**src/pkg/modulator_phase_pkg.sv**
```systemverilog
// Constants for the modulator snapshot and phase-delay register bank.
// Assumes a single core clock and a same-clock serial register front end.
package modulator_phase_pkg;
   localparam int unsigned NUM_CHANNELS = 8;
   localparam int unsigned NUM_PAIRS    = 4;
   localparam int unsigned COMP_BITS    = 4;
   localparam int unsigned ADDR_W       = 5;
   localparam int unsigned DATA_W       = 32;
   localparam int unsigned PHASE_W      = 24;
   localparam int unsigned DELAY_W      = 12;

   localparam logic [4:0] ADDR_SNAPSHOT    = 5'h08;
   localparam logic [4:0] ADDR_DELAY_UPPER = 5'h09;
   localparam logic [4:0] ADDR_DELAY_LOWER = 5'h0a;

   localparam int unsigned FIELD_HI_LSB = 12;
   localparam int unsigned FIELD_LO_LSB = 0;

   // Zero-volt pattern per channel group
   localparam logic [31:0] SNAPSHOT_RESET = 32'h33333333;
   localparam logic [23:0] PHASE_RESET    = 24'h000000;
   localparam logic [11:0] DELAY_ZERO     = 12'h000;
endpackage : modulator_phase_pkg

```
**src/pkg/phase_link_if.sv**
```systemverilog
// Carrier between the register bank and one pair-delay timer.
// Assumes both ends run on the same core clock.
`timescale 1ns/1ps
`default_nettype none
interface phase_link_if;
   logic        tick;
   logic        restart;
   logic [11:0] delay;
   logic        fire;

   modport ctrl  (output tick, output restart, output delay, input fire);
   modport timer (input tick, input restart, input delay, output fire);
endinterface : phase_link_if
`default_nettype wire

```
**src/hw/pair_delay_timer.sv**
```systemverilog
// Counts modulator clock ticks after a restart and fires once for the
// lagging channel of a pair. Assumes tick is a one-cycle enable.
`timescale 1ns/1ps
`default_nettype none
module pair_delay_timer (
   // Clock and reset
   input  wire logic   core_clk,
   input  wire logic   sys_rst,
   // Link to the bank
   phase_link_if.timer link
);
   logic [11:0] remaining;
   logic        armed;
   logic        fire;

   assign link.fire = fire;

   // Code zero fires on the first tick, together with the reference
   always_ff @(posedge core_clk or posedge sys_rst) begin
      if (sys_rst) begin
         remaining <= modulator_phase_pkg::DELAY_ZERO;
         armed     <= 1'b0;
         fire      <= 1'b0;
      end else begin
         fire <= 1'b0;
         if (link.restart) begin
            remaining <= link.delay;
            armed     <= 1'b1;
         end else if (armed && link.tick) begin
            if (remaining == modulator_phase_pkg::DELAY_ZERO) begin
               fire  <= 1'b1;
               armed <= 1'b0;
            end else begin
               remaining <= remaining - 12'h001;
            end
         end
      end
   end
endmodule : pair_delay_timer
`default_nettype wire

```
**src/hw/modulator_phase_regs.sv**
```systemverilog
// Modulator snapshot and phase-delay registers of an eight-channel
// front end, with the restart sequencing that a phase write triggers.
// Assumes the serial front end, comparators and modulator clock enable
// all come from logic on core_clk.
`timescale 1ns/1ps
`default_nettype none
module modulator_phase_regs (
   // Clock and reset
   input  wire logic        core_clk,
   input  wire logic        sys_rst,
   // Register access from the serial front end
   input  wire logic [4:0]  reg_addr,
   input  wire logic        reg_wr,
   input  wire logic [31:0] reg_wdata,
   input  wire logic        reg_rd,
   output logic      [31:0] reg_rdata,
   output logic             reg_rvalid,
   // Modulators
   input  wire logic        modulator_clock,
   input  wire logic [31:0] comparator_bit,
   input  wire logic [7:0]  channel_active,
   // Converter control
   output logic      [7:0]  converter_reset,
   output logic      [7:0]  channel_start,
   output logic      [11:0] pair67_delay,
   output logic      [11:0] pair45_delay,
   output logic      [11:0] pair23_delay,
   output logic      [11:0] pair01_delay
);
   logic [31:0] modulator_snapshot;
   logic [23:0] delay_cfg_upper_pairs;
   logic [23:0] delay_cfg_lower_pairs;
   logic [7:0]  restart_mask;
   logic        restart;
   logic [11:0] pair_delay [4];
   logic [3:0]  pair_fire;
   logic [3:0]  ref_pending;
   logic [3:0]  ref_fire;
   logic        wr_snapshot;
   logic        wr_upper;
   logic        wr_lower;
   logic [31:0] next_rdata;

   assign wr_snapshot = reg_wr && (reg_addr == modulator_phase_pkg::ADDR_SNAPSHOT);
   assign wr_upper = reg_wr && (reg_addr == modulator_phase_pkg::ADDR_DELAY_UPPER);
   assign wr_lower = reg_wr && (reg_addr == modulator_phase_pkg::ADDR_DELAY_LOWER);

   // Fresh comparator data wins over a host write in the same cycle,
   // so the converters never run on a stale host pattern
   always_ff @(posedge core_clk or posedge sys_rst) begin
      if (sys_rst) begin
         modulator_snapshot <= modulator_phase_pkg::SNAPSHOT_RESET;
      end else if (modulator_clock) begin
         modulator_snapshot <= comparator_bit;
      end else if (wr_snapshot) begin
         modulator_snapshot <= reg_wdata;
      end
   end

   always_ff @(posedge core_clk or posedge sys_rst) begin
      if (sys_rst) begin
         delay_cfg_upper_pairs <= modulator_phase_pkg::PHASE_RESET;
      end else if (wr_upper) begin
         delay_cfg_upper_pairs <= reg_wdata[23:0];
      end
   end

   always_ff @(posedge core_clk or posedge sys_rst) begin
      if (sys_rst) begin
         delay_cfg_lower_pairs <= modulator_phase_pkg::PHASE_RESET;
      end else if (wr_lower) begin
         delay_cfg_lower_pairs <= reg_wdata[23:0];
      end
   end

   // Delay fields, one per pair, lagging channel first
   always_comb begin
      pair_delay[0] = delay_cfg_lower_pairs[11:0];
      pair_delay[1] = delay_cfg_lower_pairs[23:12];
      pair_delay[2] = delay_cfg_upper_pairs[11:0];
      pair_delay[3] = delay_cfg_upper_pairs[23:12];
   end

   always_ff @(posedge core_clk or posedge sys_rst) begin
      if (sys_rst) begin
         pair67_delay <= modulator_phase_pkg::DELAY_ZERO;
         pair45_delay <= modulator_phase_pkg::DELAY_ZERO;
         pair23_delay <= modulator_phase_pkg::DELAY_ZERO;
         pair01_delay <= modulator_phase_pkg::DELAY_ZERO;
      end else begin
         pair67_delay <= pair_delay[3];
         pair45_delay <= pair_delay[2];
         pair23_delay <= pair_delay[1];
         pair01_delay <= pair_delay[0];
      end
   end

   // Restart pulse follows the write by one cycle; timers load new fields
   always_ff @(posedge core_clk or posedge sys_rst) begin
      if (sys_rst) begin
         restart         <= 1'b0;
         converter_reset <= 8'h00;
         restart_mask    <= 8'h00;
      end else begin
         restart         <= wr_upper || wr_lower;
         converter_reset <= (wr_upper || wr_lower) ? channel_active : 8'h00;
         if (wr_upper || wr_lower) begin
            restart_mask <= channel_active;
         end
      end
   end

   generate
      for (genvar p = 0; p < 4; p++) begin : g_pair
         phase_link_if link ();
         assign link.tick    = modulator_clock;
         assign link.restart = restart;
         assign link.delay   = pair_delay[p];
         assign pair_fire[p] = link.fire;

         pair_delay_timer u_timer (
            .core_clk (core_clk),
            .sys_rst  (sys_rst),
            .link     (link)
         );

         // Reference channel starts on the first tick after restart
         always_ff @(posedge core_clk or posedge sys_rst) begin
            if (sys_rst) begin
               channel_start[2*p+1] <= 1'b0;
               channel_start[2*p]   <= 1'b0;
            end else begin
               channel_start[2*p+1] <= ref_fire[p] && restart_mask[2*p+1];
               channel_start[2*p]   <= pair_fire[p] && restart_mask[2*p];
            end
         end
      end
   endgenerate

   // Reference starts are tracked separately so a nonzero delay still
   // launches the reference on the first tick; the extra stage lines it
   // up with the timer's registered fire, so code zero starts both at once
   always_ff @(posedge core_clk or posedge sys_rst) begin
      if (sys_rst) begin
         ref_pending <= 4'h0;
         ref_fire    <= 4'h0;
      end else begin
         ref_fire <= (restart || !modulator_clock) ? 4'h0 : ref_pending;
         if (restart) begin
            ref_pending <= 4'hf;
         end else if (modulator_clock) begin
            ref_pending <= 4'h0;
         end
      end
   end

   always_comb begin
      next_rdata = 32'h00000000;
      unique case (reg_addr)
         modulator_phase_pkg::ADDR_SNAPSHOT:    next_rdata = modulator_snapshot;
         modulator_phase_pkg::ADDR_DELAY_UPPER: next_rdata = {8'h00, delay_cfg_upper_pairs};
         modulator_phase_pkg::ADDR_DELAY_LOWER: next_rdata = {8'h00, delay_cfg_lower_pairs};
         default:                               next_rdata = 32'h00000000;
      endcase
   end

   always_ff @(posedge core_clk or posedge sys_rst) begin
      if (sys_rst) begin
         reg_rdata  <= 32'h00000000;
         reg_rvalid <= 1'b0;
      end else begin
         reg_rvalid <= reg_rd;
         if (reg_rd) begin
            reg_rdata <= next_rdata;
         end
      end
   end
endmodule : modulator_phase_regs
`default_nettype wire

```
**config.mk**
```make
export PLATFORM = sky130hd
export DESIGN_NAME = modulator_phase_regs
export DESIGN_NICKNAME = d
export VERILOG_FILES = /design/src/pkg/modulator_phase_pkg.sv /design/src/pkg/phase_link_if.sv /design/src/hw/pair_delay_timer.sv /design/src/hw/modulator_phase_regs.sv
export SDC_FILE = /design/constraint.sdc
export NUM_CORES = 1
export LEC_CHECK = 0
export BUFFER_PORTS_ARGS = -buffer_cell sky130_fd_sc_hd__buf_2
export CORE_AREA = 4 4 143 158
export DETAILED_ROUTE_END_ITERATION = 7
export DIE_AREA = 0 0 147 162
export PLACE_DENSITY_LB_ADDON = 0.08
export SYNTH_ARGS = -nofsm -noshare
export SYNTH_HDL_FRONTEND = slang
export SYNTH_SLANG_ARGS = --single-unit
export TNS_END_PERCENT = 20
```
**constraint.sdc**
```tcl
create_clock -name core_clk -period 7.3 [get_ports core_clk]
set_input_delay 1.095 -clock core_clk [delete_from_list [all_inputs] [get_ports core_clk]]
set_output_delay 1.095 -clock core_clk [all_outputs]
set_load 0.03 [all_outputs]
```
# After elaboration in Yosys (flattened, before gate mapping)
# Cells that the tools add are included.
# totals
register_bits,250
inputBits,82
output_inout_bits,97
word_cells,124
# op_classes
n_addsub,4
eq_ne,7
mux,43
reduce_logical,40
# op_table
op,count
$mux 12,12
$pmux 32 s3,1
$mux 32,2
$logic_not 12->1,4
$sub 12x1->12 const B,4
$mux 1,24
$reduce_bool 2->1,10
$reduce_and 2->1,8
$eq 5x4->1 const B,3
$logic_and 1x1->1,15
$mux 4,3
$mux 8,1
$ne 2x2->1 const B,4
$logic_or 1x1->1,2
$logic_not 1->1,1

# Longest topological paths before layout
# logic_depth
ltp_word,4
depth_mapped,7
depth_no_buf,6

# Cells and area by module
# A second synthesis with hierarchy kept.
# unflattened
hier_cells,895
hier_area_um2,10842.9
# by_module_without_submodules
module,instances,cells_per_inst,area_each_um2,seq_area_each_um2
modulator_phase_regs,1,494,7171.9,4724.5
pair_delay_timer (g_pair[1].u_timer ...),3,99,908.4,350.3
pair_delay_timer (g_pair[0].u_timer),1,104,945.9,350.3

# Worst setup path after synthesis
# No wires, ideal clock.
# synth_timing
kind,input-to-reg
from,in reg_addr[1]
to,reg restart_mask[0]
setup_time_ps,125
arrival_time_ps,2593
required_ps,7175
slack_ps,4582
stages,6
path_buffers,3
path_cell_list,clkbuf_1 -> nand4b_1 -> and2_1 -> clkbuf_1 -> clkbuf_1 -> mux2_2
# synth_between
elab_chain_cells,3
elab_cells_between_ends,5
cone_classes,2 x eq/ne; 3 x reduce/logical
# synth_rtl
item,line,rtl
"start, declared",modulator_phase_regs.sv:12,"input wire logic [4:0] reg_addr,"
$eq 5x4->1 (on tied branches),"modulator_phase_regs.sv:45, modulator_phase_regs.sv:46",
$logic_and 1x1->1 (on tied branches),"modulator_phase_regs.sv:45, modulator_phase_regs.sv:46",
$logic_or 1x1->1 (*),modulator_phase_regs.sv:107,if (wr_upper || wr_lower) begin
"end signal, assigned",modulator_phase_regs.sv:108,restart_mask <= channel_active;
"end, declared",modulator_phase_regs.sv:33,logic [7:0] restart_mask;
# Every way passes the cells marked *; elsewhere a longest branch is shown, timed or not.
# A chain may end at the register's enable or synchronous reset.

# Final worst setup path
# layout_timing
from,in reg_addr[0]
to,reg modulator_snapshot[28]
# layout_between
elab_chain_cells,3
# layout_rtl
item,line,rtl
$eq 5x4->1,modulator_phase_regs.sv:44,assign wr_snapshot = reg_wr && (reg_addr == modulator_phase_pkg::ADDR_SNAPSHOT);
$logic_and 1x1->1,modulator_phase_regs.sv:44,
$reduce_bool 2->1 (no line),n/a,
"end signal, assigned",modulator_phase_regs.sv:52,modulator_snapshot <= modulator_phase_pkg::SNAPSHOT_RESET;
"end signal, assigned",modulator_phase_regs.sv:54,modulator_snapshot <= comparator_bit;
"end signal, assigned",modulator_phase_regs.sv:56,modulator_snapshot <= reg_wdata;
"end, declared",modulator_phase_regs.sv:30,logic [31:0] modulator_snapshot;
# No other way between the ends.

==> results.json <==
{
  "status": "finished, final reports clean",
  "fmax_mhz": 349,
  "worst-path-max-fanout": 40,
  "cellPowerDensity_nw_per_um2": 310,
  "place_ws_ns": 3.96,
  "drt_wl_total_um": 26700,
  "worstMarginPinSlew_ns": 1.15,
  "finalNonFillerCells": 1400,
  "rows": 56,
  "crit_family": "simple AND/OR/NAND/NOR gates",
  "path_cells": "buf_2 -> nor4b_4 -> buf_4 -> nor2b_4 -> a31oi_1 -> a2bb2oi_1",
  "ys_seq_area_frac": 0.580,
  "antenna_left": 0,
  "die_area_um2": 23800,
  "vias": 7937,
  "setup_violations": 0,
  "whs_ns": 0.421,
  "drc_errors": 0,
  "synth_nets": 1025,
  "cts.sinks": 244,
  "synth_seq_cells": 244,
  "placed_cells": 1355,
  "slew_viol_final": 0,
  "start_util": 0.501,
  "first_global_vias": 8046,
  "cts_tree": "done",
  "async_flop_share": 1.00,
  "num-nets-final": 1182,
  "ir_worst_vdd_mv": 0.164,
  "ys_warn_count": 0,
  "hold_depth": 0,
  "fin_crit_ns": 2.86,
  "synth_area_per_cell_um2": 11.3,
  "finalPower_mw": 3.88,
  "clk_pin_slew_ns": 0.06,
  "io_pins": 179,
  "crit_path_end_kind": "register",
  "critical-path-slowest-cell": "nor2b_4",
  "avgViaCountPerCell": 5.67,
  "rsz0062_at_grt": "no",
  "dr.pass1.iters": 5,
  "grt_pass1_wl_um": 43400,
  "cp.buffers_inverters": 2,
  "final_cell_mix": "dfrtp_1 (227), buf_2 (178), mux2_2 (81)",
  "hold_start": "delay_cfg_lower_pairs[2]",
  "grt.total_usage": 0.224,
  "drtIter0Drc": 422,
  "synth_top_area_cell": "dfrtp_1",
  "final_common_cell": "dfrtp_1",
  "portBuffers": 178,
  "insertion_delay_ns": 0.51,
  "grt_antenna_before_repair": 0,
  "die-height_um": 162,
  "min_period_over_period": 0.392,
  "hold_class": "reg2reg",
  "max_stage_delay_ns": 0.99,
  "synth-edff-count": 0,
  "cp-start-kind": "primary input",
  "wire_per_inst_um": 19.1,
  "h-tree-depth": 1,
  "setup_ws_ns": 4.44,
  "min_to": "pair01_delay[2]",
  "drive_gt1_frac": 0.312,
  "ys_types": 62,
  "ctsResizeCount": 0,
  "cp.required_ns": 7.74,
  "cts_setup_buffers": 0,
  "grt_max_degree": 124,
  "antenna-diode-count": 0,
  "die-width_um": 147,
  "hold_buffers": 0,
  "syn2layout_area_growth_pct": 18.6,
  "rr_startpoint": "g_pair[0].link.restart",
  "cp.arrival_ns": 3.30,
  "grt-ovfl-total": 0,
  "synth_cells": 935,
  "p_leak_nw": 5.86,
  "dpl.hpwl_um": 17600,
  "synth_area_leaders": "dfrtp_1 (54%), mux2_2 (8.6%), dfstp_2 (4.0%), a31oi_1 (3.0%), a2bb2oi_1 (2.9%)",
  "hold_viol": 0,
  "ff2ff_setup_slack_ns": 4.91,
  "max_cap_viol_count": 0,
  "synth_flop_cell": "dfrtp_1",
  "fp.coreArea_um2": 21100,
  "syn_area_um2": 10600,
  "rr_worst_depth": 5,
  "clk_path_buf_depth": 3,
  "cts_root_buf": "clkbuf_16",
  "tns_ns": 0,
  "synth.top_cell.area_share": 0.540,
  "fin_worst_skew_ns": 0.00727,
  "cts_buffers": 25,
  "gp_congestion": 0.873,
  "critPathKind": "in2reg",
  "max_slew_margin": 0.233,
  "r2r-end": "g_pair[0].u_timer.remaining[6]"
}
[registers in the layout, summed over array words and instances (netlist names)]
register / cells
channel_start: 8
ref_fire: 1
pair01_delay: 12
modulator_snapshot: 32
reg_rvalid: 1
ref_pending: 1
g_pair.u_timer.remaining: 48
g_pair.u_timer.armed: 4
reg_rdata: 32
g_pair.u_timer.link.fire: 4
pair23_delay: 12
converter_reset: 8
delay_cfg_lower_pairs: 24
pair67_delay: 12
g_pair.link.restart: 1
delay_cfg_upper_pairs: 24
restart_mask: 8
pair45_delay: 12
[final cells by class]
type                       count  area, µm²
timing repair buffer         190        993
inverter                      28        109
fill                        1787       8560
multi-input combinational    603       4110
clock buffer                  37        751
clock inverter                 8       73.8
sequential                   244       6130
tap                          290        363
[per-layer routing]
metal | share of wire | global-route usage | routed length [µm] | vias up
met5 | 0 | 0 | 0 | -
met4 | 0.012 | 0.0432 | 310 | 0
met3 | 0.064 | 0.0455 | 1720 | 29
met2 | 0.47 | 0.357 | 12600 | 222
met1 | 0.45 | 0.324 | 12100 | 3936
li1 | - | - | - | 3750
[worst register-to-register path, stage by stage, from the launching register on]
cell and delay [ns]:
dfrtp_2 0.38, buf_4 0.33, nor4b_1 0.57, nand4_1 0.45, a221oi_1 0.42, o2bb2ai_1 0.11
[through the flow]
stage                      util  cell area [µm²]
final                     0.594            12500
after global routing      0.594            12500
after CTS                 0.594            12500
after detailed placement  0.555            11700
after global placement    0.555            11700
after floorplan               -            10600
[worst max path at each step]
stage,startpoint,end,slack [ns],depth (start not counted)
2_1_floorplan,sys_rst,channel_start[0],3.01,1
3_3_place_gp,reg_addr[1],restart_mask[0],3.97,6
3_5_place_dp,reg_addr[1],restart_mask[2],3.96,6
4_1_cts,reg_addr[0],modulator_snapshot[28],4.51,6
5_1_grt,reg_addr[0],modulator_snapshot[4],4.29,6
6_report,reg_addr[0],modulator_snapshot[28],4.44,6
[synth_stat cells (3+ instances only)]
cell / number
and4_1: 3
and2_1: 13
nor3_1: 19
a22oi_1: 26
o21ai_0: 32
a221oi_1: 3
nand4b_1: 3
a2bb2oi_1: 35
clkbuf_1: 55
a31oi_1: 51
nand4_1: 11
and3_1: 5
or4_1: 6
buf_1: 4
a21oi_1: 36
a41oi_1: 3
nand3_1: 26
mux2_2: 81
mux2i_1: 7
nor2b_1: 14
dfstp_2: 16
nor4_1: 6
o211ai_1: 3
o31ai_1: 7
a21o_1: 4
nor2_1: 73
nor4bb_1: 3
ha_1: 8
nand2b_1: 3
a31o_2: 3
o41ai_1: 4
inv_1: 26
or3_1: 10
nand2_1: 67
dfrtp_1: 228
nor3b_1: 6
nor4b_1: 3
[where the power goes]
group          total [mW]  internal [mW]  switching [mW]  leakage [nW]
Clock                1.27          0.747           0.520         0.405
Combinational       0.777          0.320           0.457          2.45
Sequential           1.84           1.60           0.236          3.01
[cell families after synthesis]
| logic type | count (synthesis) | synth area share |
|---|---|---|
| multiplexers | 88 | 0.0930 |
| XOR/XNOR | 2 | 0.00166 |
| buffers and inverters | 88 | 0.0320 |
| flip-flops | 244 | 0.580 |
| AO/OA/AOI/OAI | 219 | 0.143 |
| AND/OR/NAND/NOR | 286 | 0.141 |
| adder cells (fa/ha/maj) | 8 | 0.00948 |
Power figures use the tool's default switching activity.
